--- config.mk ---
export PLATFORM = sky130hd
export DESIGN_NAME = rcaw_core
export DESIGN_NICKNAME = d
export VERILOG_FILES = /design/src/common/rcaw_pkg.sv /design/src/rtl/rcaw_core.sv
export SDC_FILE = /design/constraint.sdc
export NUM_CORES = 1
export LEC_CHECK = 0
export ABC_AREA = 1
export BUFFER_PORTS_ARGS = -buffer_cell sky130_fd_sc_hd__buf_4
export CAP_MARGIN = 20
export CORE_ASPECT_RATIO = 0.5
export CORE_MARGIN = 3
export CORE_UTILIZATION = 45
export DETAILED_ROUTE_END_ITERATION = 8
export PLACE_DENSITY = 0.58
export SLEW_MARGIN = 20
export SYNTH_ARGS = -nofsm -noshare
export SYNTH_HDL_FRONTEND = slang
export SYNTH_SLANG_ARGS = --single-unit
export TNS_END_PERCENT = 20
--- constraint.sdc ---
create_clock -name ref_clk_i -period 17.5 [get_ports ref_clk_i]
set_input_delay 1.75 -clock ref_clk_i [delete_from_list [all_inputs] [get_ports ref_clk_i]]
set_output_delay 1.75 -clock ref_clk_i [all_outputs]
set_load 0.05 [all_outputs]
--- src/common/rcaw_pkg.sv ---
// constants, field positions and carrier types of the supervisory block
// assumes a 125 MHz system clock and a 32,768 Hz crystal input
package rcaw_pkg;

    // ==========================================================
    // register addresses
    localparam logic [12:0] ADDR_FLAGS = 13'h1FF0;
    localparam logic [12:0] ADDR_ALM_SEC = 13'h1FF2;
    localparam logic [12:0] ADDR_ALM_MIN = 13'h1FF3;
    localparam logic [12:0] ADDR_ALM_HOUR = 13'h1FF4;
    localparam logic [12:0] ADDR_ALM_DATE = 13'h1FF5;
    localparam logic [12:0] ADDR_IRQ_EN = 13'h1FF6;
    localparam logic [12:0] ADDR_WDOG = 13'h1FF7;
    localparam logic [12:0] ADDR_CTRL = 13'h1FF8;
    localparam logic [12:0] ADDR_SEC = 13'h1FF9;
    localparam logic [12:0] ADDR_DAY = 13'h1FFC;

    // ==========================================================
    // field positions and reset values
    localparam int BIT_MSB = 7;
    localparam int FLAG_WDF = 7;
    localparam int FLAG_AF = 6;
    localparam int IRQ_AFE = 7;
    localparam int IRQ_ABE = 5;
    localparam int CTRL_WR = 7;
    localparam int CTRL_RD = 6;
    localparam int CTRL_SIGN = 5;
    localparam int DAY_FT = 6;
    localparam logic [7:0] REG_RESET = 8'h00;
    localparam logic [6:0] DATE_OFF = 7'h00;

    // ==========================================================
    // alarm repeat codes, fourth bit first
    localparam logic [3:0] RPT_SEC = 4'hF;
    localparam logic [3:0] RPT_MIN = 4'hE;
    localparam logic [3:0] RPT_HOUR = 4'hC;
    localparam logic [3:0] RPT_DAY = 4'h8;
    localparam logic [3:0] RPT_MONTH = 4'h0;

    // ==========================================================
    // timing
    localparam logic [15:0] SEC_OSC = 16'h8000;
    localparam logic [15:0] CAL_FAST = 16'h0100;
    localparam logic [15:0] CAL_SLOW = 16'h0080;
    localparam logic [5:0] SEC_LAST = 6'h3B;
    localparam logic [10:0] WD_TICK_LAST = 11'h7FF;
    localparam logic [4:0] FT_HALF_LAST = 5'h1F;
    localparam int CLK_MHZ = 125;
    localparam int T_REC_US = 200000;
    localparam int REC_CYCLES_DEF = T_REC_US * CLK_MHZ;
    localparam int REC_W = 25;

    // ==========================================================
    // carriers
    typedef struct packed {
        logic [12:0] addr;
        logic [7:0] data;
        logic ce_n;
        logic oe_n;
        logic we_n;
    } rcaw_bus_type;

    typedef struct packed {
        logic [7:0] sec;
        logic [7:0] min;
        logic [7:0] hour;
        logic [7:0] date;
    } rcaw_time_type;

    localparam rcaw_bus_type BUS_IDLE = '{13'h0000, 8'h00, 1'b1, 1'b1, 1'b1};

    typedef enum logic [2:0] {
        PWR_UP = 3'b001,
        PWR_DOWN = 3'b010,
        PWR_REC = 3'b100
    } rcaw_pwr_type;

endpackage

--- src/rtl/rcaw_core.sv ---
// calibrated divider, alarm, watchdog, frequency test and reset supervisor
// assumes bus pins, crystal and power-fail are asynchronous pins and the
// time counters sit outside on the same clock, stepping on sec_tick_o
`timescale 1ns/10ps
`default_nettype none

// Operation
// - calibration adds or blanks counts at the divide-by-256 stage
// - five-bit calibration magnitude 0 to 31 in control bits 4..0
// - control bit 5 one adds counts, zero removes counts
// - 64-minute cycle, one second per minute shortened 256 or lengthened 128
// - magnitude N corrects only the first 2N minutes of the cycle
// - 512 Hz test output under halt, test, enable and steering conditions
// - power-down clears the frequency-test enable
// - four alarm registers, each MSB one repeat bit
// - repeat code picks second, minute, hour, day, month; others every second
// - match sets alarm flag; with irq enable drives interrupt low
// - flags read clears alarm flag and interrupt; next read shows it
// - in back-up, interrupt needs both back-up and irq enables; a watchdog interrupt held from before power-down stays on without them
// - power-up clears back-up and irq enables; flag still set
// - watchdog multiplier bits 6..2, resolution bits 1..0
// - time-out is multiplier times resolution, within one unit
// - expiry sets watchdog flag; flags read clears it
// - steering zero drives interrupt, one pulses reset for recovery time
// - steered expiry clears watchdog, test and both alarm enables
// - watchdog rewrite restarts period; all zeros disables it
// - power-down clears watchdog; interrupts beat frequency test
// - reset low from power fail until recovery time after return
// - halt bit is seconds MSB; stops and restarts the divider
module rcaw_core import rcaw_pkg::*; #(
    parameter int REC_CYCLES = REC_CYCLES_DEF
) (
    // clock and reset
    input wire logic ref_clk_i,
    input wire logic rst_i,
    // host memory bus
    input wire rcaw_bus_type bus_i,
    output logic [7:0] data_o,
    output logic data_oe_o,
    // crystal, supply and time core
    input wire logic osc_32k_i,
    input wire logic power_fail_i,
    input wire rcaw_time_type cur_time_i,
    output logic sec_tick_o,
    // open-drain pins
    output logic interrupt_test_out_n_o,
    output logic interrupt_test_oe_o,
    output logic reset_out_n_o,
    output logic reset_out_oe_o
);

    // ==========================================================
    // functions
    function automatic logic bcd_eq(input logic [7:0] a, input logic [7:0] t);
        bcd_eq = (a[6:0] == t[6:0]);
    endfunction

    function automatic logic [15:0] sec_last(input logic [7:0] c, input logic fix);
        if (!fix) begin
            sec_last = SEC_OSC - 16'h0001;
        end else if (c[CTRL_SIGN]) begin
            sec_last = SEC_OSC - CAL_FAST - 16'h0001;
        end else begin
            sec_last = SEC_OSC + CAL_SLOW - 16'h0001;
        end
    endfunction

    function automatic logic [10:0] wd_units(input logic [7:0] w);
        case (w[1:0])
            2'h0: wd_units = {6'h00, w[6:2]};
            2'h1: wd_units = {4'h0, w[6:2], 2'h0};
            2'h2: wd_units = {2'h0, w[6:2], 4'h0};
            default: wd_units = {w[6:2], 6'h00};
        endcase
    endfunction

    // ==========================================================
    // pin synchronisers
    rcaw_bus_type bus_s1_q, bus_s2_q, bus_d_q;
    logic osc_s1_q, osc_s2_q, osc_d_q;
    logic pf_s1_q, pf_s2_q;

    always_ff @(posedge ref_clk_i or posedge rst_i) begin
        if (rst_i) begin
            bus_s1_q <= BUS_IDLE;
            bus_s2_q <= BUS_IDLE;
            bus_d_q <= BUS_IDLE;
            osc_s1_q <= 1'b0;
            osc_s2_q <= 1'b0;
            osc_d_q <= 1'b0;
            pf_s1_q <= 1'b0;
            pf_s2_q <= 1'b0;
        end else begin
            bus_s1_q <= bus_i;
            bus_s2_q <= bus_s1_q;
            bus_d_q <= bus_s2_q;
            osc_s1_q <= osc_32k_i;
            osc_s2_q <= osc_s1_q;
            osc_d_q <= osc_s2_q;
            pf_s1_q <= power_fail_i;
            pf_s2_q <= pf_s1_q;
        end
    end

    // ==========================================================
    // registers and state
    rcaw_pwr_type pwr_q, pwr_d;
    logic [7:0] wdog_q, ctrl_q, irq_en_q;
    logic [7:0] alm_q [0:3];
    logic st_q, ft_q, af_q, wdf_q, wd_irq_q, rd_flags_q;
    logic [15:0] sec_div_q;
    logic [5:0] sec_idx_q, cal_min_q;
    logic [10:0] free_q, wd_cnt_q;
    logic [REC_W-1:0] rec_q;
    logic tick_q, tick_d1_q, tick_d2_q, ft_lvl_q, irq_oe_q;
    logic [7:0] data_q;

    // ==========================================================
    // power sequencing
    wire go_down = pf_s2_q && (pwr_q != PWR_DOWN);
    wire go_up = !pf_s2_q && (pwr_q == PWR_DOWN);
    wire battery = (pwr_q == PWR_DOWN);
    wire host_ok = (pwr_q == PWR_UP);

    always_comb begin
        pwr_d = pwr_q;
        case (pwr_q)
            PWR_UP: begin
                if (pf_s2_q) pwr_d = PWR_DOWN;
            end
            PWR_DOWN: begin
                if (!pf_s2_q) pwr_d = PWR_REC;
            end
            PWR_REC: begin
                if (pf_s2_q) pwr_d = PWR_DOWN;
                else if (rec_q == '0) pwr_d = PWR_UP;
            end
            default: pwr_d = PWR_DOWN;
        endcase
    end

    // ==========================================================
    // bus decode
    wire rd_act = !bus_s2_q.ce_n && !bus_s2_q.oe_n && bus_s2_q.we_n && host_ok;
    wire wr_end = bus_s2_q.we_n && !bus_d_q.we_n && !bus_d_q.ce_n && host_ok;
    wire [12:0] wa = bus_d_q.addr;
    wire [7:0] wd = bus_d_q.data;
    wire [12:0] ra = bus_s2_q.addr;
    wire wr_wdog = wr_end && (wa == ADDR_WDOG);
    wire wr_ctrl = wr_end && (wa == ADDR_CTRL);
    wire wr_irq = wr_end && (wa == ADDR_IRQ_EN);
    wire wr_sec = wr_end && (wa == ADDR_SEC);
    wire wr_day = wr_end && (wa == ADDR_DAY);
    wire wr_alm = wr_end && (wa >= ADDR_ALM_SEC) && (wa <= ADDR_ALM_DATE);
    wire [1:0] alm_wi = wa[1:0] - 2'h2;
    wire rd_flags = rd_act && (ra == ADDR_FLAGS);
    wire clr_flags = rd_flags_q && !rd_flags;
    wire [1:0] alm_ri = ra[1:0] - 2'h2;
    wire rd_alm = (ra >= ADDR_ALM_SEC) && (ra <= ADDR_ALM_DATE);

    wire [7:0] rd_data =
        (ra == ADDR_FLAGS) ? {wdf_q, af_q, 6'h00} :
        rd_alm ? alm_q[alm_ri] :
        (ra == ADDR_IRQ_EN) ? irq_en_q :
        (ra == ADDR_WDOG) ? wdog_q :
        (ra == ADDR_CTRL) ? ctrl_q :
        (ra == ADDR_SEC) ? {st_q, cur_time_i.sec[6:0]} :
        (ra == ADDR_DAY) ? {1'b0, ft_q, 6'h00} : 8'h00;
    wire rd_hit = (ra == ADDR_FLAGS) || rd_alm || (ra >= ADDR_IRQ_EN && ra <= ADDR_SEC)
        || (ra == ADDR_DAY);

    // ==========================================================
    // calibrated seconds divider
    wire osc_rise = osc_s2_q && !osc_d_q && !st_q;
    wire cal_fix = (sec_idx_q == 6'h00) && (cal_min_q < {ctrl_q[4:0], 1'b0});
    wire [15:0] div_last = sec_last(ctrl_q, cal_fix);
    wire sec_end = osc_rise && (sec_div_q >= div_last);

    always_ff @(posedge ref_clk_i or posedge rst_i) begin
        if (rst_i) begin
            sec_div_q <= '0;
            sec_idx_q <= '0;
            cal_min_q <= '0;
        end else if (sec_end) begin
            sec_div_q <= '0;
            sec_idx_q <= (sec_idx_q == SEC_LAST) ? 6'h00 : sec_idx_q + 6'h01;
            cal_min_q <= (sec_idx_q == SEC_LAST) ? cal_min_q + 6'h01 : cal_min_q;
        end else if (osc_rise) begin
            sec_div_q <= sec_div_q + 16'h0001;
        end
    end

    // ==========================================================
    // free prescaler for test output and watchdog
    wire ft_edge = osc_rise && (free_q[4:0] == FT_HALF_LAST);
    wire wd_tick = osc_rise && (free_q == WD_TICK_LAST);

    always_ff @(posedge ref_clk_i or posedge rst_i) begin
        if (rst_i) begin
            free_q <= '0;
            ft_lvl_q <= 1'b0;
        end else begin
            free_q <= osc_rise ? free_q + 11'h001 : free_q;
            ft_lvl_q <= ft_edge ? !ft_lvl_q : ft_lvl_q;
        end
    end

    // ==========================================================
    // alarm compare
    wire [3:0] rpt = {alm_q[3][BIT_MSB], alm_q[2][BIT_MSB], alm_q[1][BIT_MSB],
        alm_q[0][BIT_MSB]};
    wire m_s = bcd_eq(alm_q[0], cur_time_i.sec);
    wire m_m = bcd_eq(alm_q[1], cur_time_i.min);
    wire m_h = bcd_eq(alm_q[2], cur_time_i.hour);
    wire m_d = bcd_eq(alm_q[3], cur_time_i.date);
    wire alm_off = (rpt == RPT_MONTH) && (alm_q[3][6:0] == DATE_OFF);
    wire alm_hit =
        (rpt == RPT_SEC) ? 1'b1 :
        (rpt == RPT_MIN) ? m_s :
        (rpt == RPT_HOUR) ? (m_s && m_m) :
        (rpt == RPT_DAY) ? (m_s && m_m && m_h) :
        (rpt == RPT_MONTH) ? (m_s && m_m && m_h && m_d) : 1'b1;
    wire alm_evt = tick_d2_q && alm_hit && !alm_off;

    // ==========================================================
    // watchdog
    wire watchdog_steering = wdog_q[BIT_MSB];
    wire wd_en = (wdog_q[6:2] != 5'h00);
    wire wd_exp = wd_en && wd_tick && (wd_cnt_q <= 11'h001) && !wr_wdog;
    wire wd_rst = wd_exp && watchdog_steering;

    always_ff @(posedge ref_clk_i or posedge rst_i) begin
        if (rst_i) begin
            wd_cnt_q <= '0;
        end else if (wr_wdog) begin
            wd_cnt_q <= wd_units(wd);
        end else if (wd_exp) begin
            wd_cnt_q <= wd_units(wdog_q);
        end else if (wd_en && wd_tick) begin
            wd_cnt_q <= wd_cnt_q - 11'h001;
        end
    end

    // ==========================================================
    // configuration registers
    always_ff @(posedge ref_clk_i or posedge rst_i) begin
        if (rst_i) begin
            wdog_q <= REG_RESET;
        end else if (go_down || go_up || wd_rst) begin
            wdog_q <= REG_RESET;
        end else if (wr_wdog) begin
            wdog_q <= wd;
        end
    end

    always_ff @(posedge ref_clk_i or posedge rst_i) begin
        if (rst_i) begin
            irq_en_q <= REG_RESET;
            ft_q <= 1'b0;
            st_q <= 1'b0;
        end else begin
            if (go_up || wd_rst) begin
                irq_en_q[IRQ_AFE] <= 1'b0;
                irq_en_q[IRQ_ABE] <= 1'b0;
            end else if (wr_irq) begin
                irq_en_q <= wd;
            end
            if (go_down || go_up || wd_rst) begin
                ft_q <= 1'b0;
            end else if (wr_day) begin
                ft_q <= wd[DAY_FT];
            end
            if (wr_sec) begin
                st_q <= wd[BIT_MSB];
            end
        end
    end

    always_ff @(posedge ref_clk_i or posedge rst_i) begin
        if (rst_i) begin
            ctrl_q <= REG_RESET;
        end else if (go_up) begin
            ctrl_q[CTRL_WR] <= 1'b0;
            ctrl_q[CTRL_RD] <= 1'b0;
        end else if (wr_ctrl) begin
            ctrl_q <= wd;
        end
    end

    always_ff @(posedge ref_clk_i or posedge rst_i) begin
        if (rst_i) begin
            for (int i = 0; i < 4; i++) begin
                alm_q[i] <= REG_RESET;
            end
        end else if (wr_alm) begin
            alm_q[alm_wi] <= wd;
        end
    end

    // ==========================================================
    // flags, set wins over read clear
    always_ff @(posedge ref_clk_i or posedge rst_i) begin
        if (rst_i) begin
            af_q <= 1'b0;
            wdf_q <= 1'b0;
            wd_irq_q <= 1'b0;
            rd_flags_q <= 1'b0;
        end else begin
            rd_flags_q <= rd_flags;
            af_q <= alm_evt || (af_q && !clr_flags);
            wdf_q <= wd_exp || (wdf_q && !clr_flags);
            wd_irq_q <= (wd_exp && !watchdog_steering) || (wd_irq_q && !clr_flags);
        end
    end

    // ==========================================================
    // recovery timer and power state
    always_ff @(posedge ref_clk_i or posedge rst_i) begin
        if (rst_i) begin
            pwr_q <= PWR_REC;
            rec_q <= REC_W'(REC_CYCLES - 1);
        end else begin
            pwr_q <= pwr_d;
            if (go_up || wd_rst) begin
                rec_q <= REC_W'(REC_CYCLES - 1);
            end else if (rec_q != '0) begin
                rec_q <= rec_q - REC_W'(1);
            end
        end
    end

    // ==========================================================
    // second tick and pin drivers
    wire afe = irq_en_q[IRQ_AFE];
    wire abe = irq_en_q[IRQ_ABE];
    wire irq_act = (af_q && afe && (!battery || abe)) || wd_irq_q;
    wire ft_on = !st_q && ft_q && !afe && (watchdog_steering || wdog_q == REG_RESET)
        && !irq_act && !battery;
    wire rst_act = (pwr_q != PWR_UP) || (rec_q != '0);

    always_ff @(posedge ref_clk_i or posedge rst_i) begin
        if (rst_i) begin
            tick_q <= 1'b0;
            tick_d1_q <= 1'b0;
            tick_d2_q <= 1'b0;
            irq_oe_q <= 1'b0;
            data_q <= 8'h00;
        end else begin
            tick_q <= sec_end;
            tick_d1_q <= tick_q;
            tick_d2_q <= tick_d1_q;
            irq_oe_q <= irq_act || (ft_on && ft_lvl_q);
            data_q <= rd_data;
        end
    end

    assign sec_tick_o = tick_q;
    assign data_o = data_q;
    assign data_oe_o = rd_act && rd_hit;
    assign interrupt_test_out_n_o = 1'b0;
    assign interrupt_test_oe_o = irq_oe_q;
    assign reset_out_n_o = 1'b0;
    assign reset_out_oe_o = rst_act;

endmodule
`default_nettype wire

==> summary.txt <==
STA
  • Final setup margin: 12.82 ns
  • Fin crit share: 26.77%
  • Setup TNS: 0 ns
  • Fmax: 213.5 MHz
  • Worst slew pin tran: 1.086 ns
  • Final Critical Period: 4.684 ns
  • Final max-slew violation count: 0
  • Clk_skew: 0.01190 ns
  • Final Hold Violating Endpoints: 0
  • Final setup vio count: 0
  • RSZ-0062 raised after global routing: false
  • Slew HR: 27.01%

Power and ir drop
  • Power per cell area: 94.95 nW/µm²
  • Peak supply drop: 0.00005875 V
  • Static leakage: 6.274 nW

Detailed routing
  • Initial DRC count: 694
  • Vias/cell: 5.084
  • Vias: 9,065
  • WL final: 28,260 µm
  • Residual DRC count: 0
  • Post-DRT Antenna Nets: 0
  • Total iterations of the first detailed-routing run: 5
  • Wire per inst: 15.85 µm

Logic synthesis
  • Synth Flop Type: dfrtp_1
  • Synth top cells by count: 408 x nand2_1, 203 x dfrtp_1, 146 x nor2_1
  • Top post-synthesis cells by area: dfrtp_1 45%, nand2_1 14%, dfstp_2 6.1%, nor2_1 4.9%, inv_1 4.6%
  • FF+latch count, synth: 229
  • Cells after Synth: 1,354
  • Synth async-reset ratio: 100.0%
  • Largest family of logic cells by synthesized area: simple AND/OR/NAND/NOR gates
  • Synthesized area per cell: 8.276 µm²
  • Synth Cell Area: 11,210 µm²
  • Area fraction of the dominant cell type after synthesis: 45.33%
  • Post-synthesis mux area share: 0%
  • Synth Area in XOR/XNOR: 6.253%
  • Synth area leader: dfrtp_1
  • Sequential share of the synthesized area: 51.43%
  • EDFF count, synth: 0
  • Post-synthesis compound-gate area fraction: 7.671%
  • Area share of fa/ha/maj cells after synthesis: 1.898%
  • Post-Synth Simple-Gate Area: 27.01%
  • Top-count cell post-synth: nand2_1
  • Unique masters post-synth: 44
  • YS warnings: 0

Clock tree
  • Resize count post-CTS: 0
  • Inserted Clock Buffers: 22
  • CTS Hold Bufs: 0
  • Max Root-Sink Buffers: 3
  • Post-CTS Setup Bufs: 0
  • CTS H-tree depth: 1
  • Worst-Skew Late Latency: 0.52 ns
  • CTS tree: yes
  • Reg clk slew, reported paths: 0.07 ns
  • Clock Sinks: 229
  • Root Driver: clkbuf_16

Global routing
  • Vias in the first global route: 8,942
  • GRT Util Overall: 21.21%
  • Congestion Overflow GR: 0
  • Global-route wire length before repair: 46,460 µm
  • Largest net degree at the start of global routing: 118
  • Initial antenna violation count: 1

Placed design
  • Dpl ws: 13.38 ns
  • Detail Placement HPWL: 20,980 µm
  • Input/output buffers: 67
  • Final Wtd Congestion: 0.9496
  • DP Area: 12,070 µm²

Critical path
  • R2R cell count: 20
  • Worst path arrival time: 2.93 ns
  • Crit end category: output pin
  • Crit-path max FO: 8
  • Worst EP required: 15.75 ns
  • CP Launch Type: flip-flop
  • CP Class: reg2out

Worst hold path
  • Hold Path Stages: 0
  • HP Class: reg2reg

Floorplanning
  • Initial Util: 46.26%
  • Die W: 229.2 µm
  • Num rows: 40
  • I/O pin count: 74
  • Core area: 24,220 µm²
  • Die height: 117.6 µm
  • Die Footprint: 26,950 µm²

Final layout
  • FF+latch area: 5763 µm²
  • Nets: 1,508
  • Layout cells sized above 1: 11.33%
  • Fill cells: 2,322
  • N_diodes: 0
  • Multi-input gate area: 4807 µm²
  • Final Instance Area: 12,850 µm²
  • Syn-to-layout area delta: 14.66%

Status
  • Status: completed

Run
  • Max-Cap Viols: 0
==> worst paths after layout <==
kind                                     startpoint                   endpoint  slack (ns)
min in group asynchronous                     rst_i  sec_div_q[14]$_DFFE_PP0P_        1.34
max in group asynchronous                     rst_i    irq_en_q[6]$_DFFE_PP0P_       14.25
min reg2reg                   bus_s2_q[8]$_DFF_PP0_            wd[5]$_DFF_PP0_        0.34
min                           bus_s2_q[8]$_DFF_PP0_            wd[5]$_DFF_PP0_        0.34
max reg2reg                cal_min_q[2]$_DFFE_PP0P_   sec_idx_q[1]$_DFFE_PP0P_       14.54
max                                 ra[2]$_DFF_PP0_                  data_oe_o       12.82
==> registers in the layout, summed over array words and instances, names as in the netlist, 6 cells and up <==
register   cells
alm_q         32
bus_s1_q      24
bus_s2_q      11
cal_min_q      6
ctrl_q         8
data_o         8
free_q        11
irq_en_q       8
ra            13
rec_q         25
sec_div_q     16
sec_idx_q      6
wa            13
wd             8
wd_cnt_q      11
wdog_q         8
==> stage by stage <==
step,power (mW),cells,hold WS [ns],util [%]
4_1_cts,1.237,1783,0.3227,53.04
5_1_grt,1.280,1783,0.3446,53.04
3_3_place_gp,0.7147,1743,0.3320,49.81
3_5_place_dp,0.7186,1743,0.3347,49.81
6_report,1.220,1783,0.3424,53.04
2_1_floorplan,0.6786,1355,0.3312,-
==> cells in the final DEF, fill, tap and decap left out, drive strengths merged, types with 3 or more instances in the layout <==
master    count
a21oi        42
buf          70
bufinv        3
clkbuf       28
clkinv        8
clkinvlp      3
dfrtp       203
dfstp        26
ha           17
inv         142
nand2       413
nand3        71
nand3b        7
nand4        36
nor2        153
nor3         21
nor3b         5
nor4          3
o21ai        75
o22ai        24
xnor2        31
xor2         49
==> layer usage <==
| metal | wire length [µm] | vias up | share of wire [%] | global-route usage (%) |
|---|---|---|---|---|
| li1 | - | 4500 | - | - |
| met1 | 14030 | 4366 | 50 | 31.65 |
| met2 | 12520 | 164 | 44 | 32.96 |
| met3 | 1308 | 33 | 4.6 | 3.820 |
| met4 | 395 | 2 | 1.4 | 3.365 |
| met5 | 13 | - | 0.046 | 0 |
==> critical path: stages (launching register included) <==
cell and delay, ns:
dfrtp_1 0.46, nor3_1 0.91, nand2_1 0.21, inv_1 0.27
o31ai_1 0.10, nand3_1 0.10, nand2_1 0.09, inv_1 0.08
buf_4 0.19
==> report_power, final <==
part           internal, mW  switching, mW  leakage [nW]
clock network         0.299          0.212         0.374
registers             0.564         0.0239          2.93
logic                0.0418         0.0784          2.97
total                 0.905          0.315          6.27
==> final cells by class <==
cell class,instances,area share [%]
Multi-Input combinational cell,964,37.41
Inverter,144,4.285
Tap cell,336,3.272
Timing Repair Buffer,70,4.090
Sequential cell,229,44.85
Clock inverter,12,1.227
Clock buffer,28,4.859
==> cells by family (layout without fill, tap and decap cells) <==
kind of cell | Yosys count | after routing
compound gates | 152 | 152
xor+xnor | 80 | 80
fa+ha+maj | 17 | 17
buf+inv | 162 | 254
flops | 229 | 229
other cells | 1 | 2
simple gates | 713 | 713
Note: power is estimated with default switching activity, not from simulation.
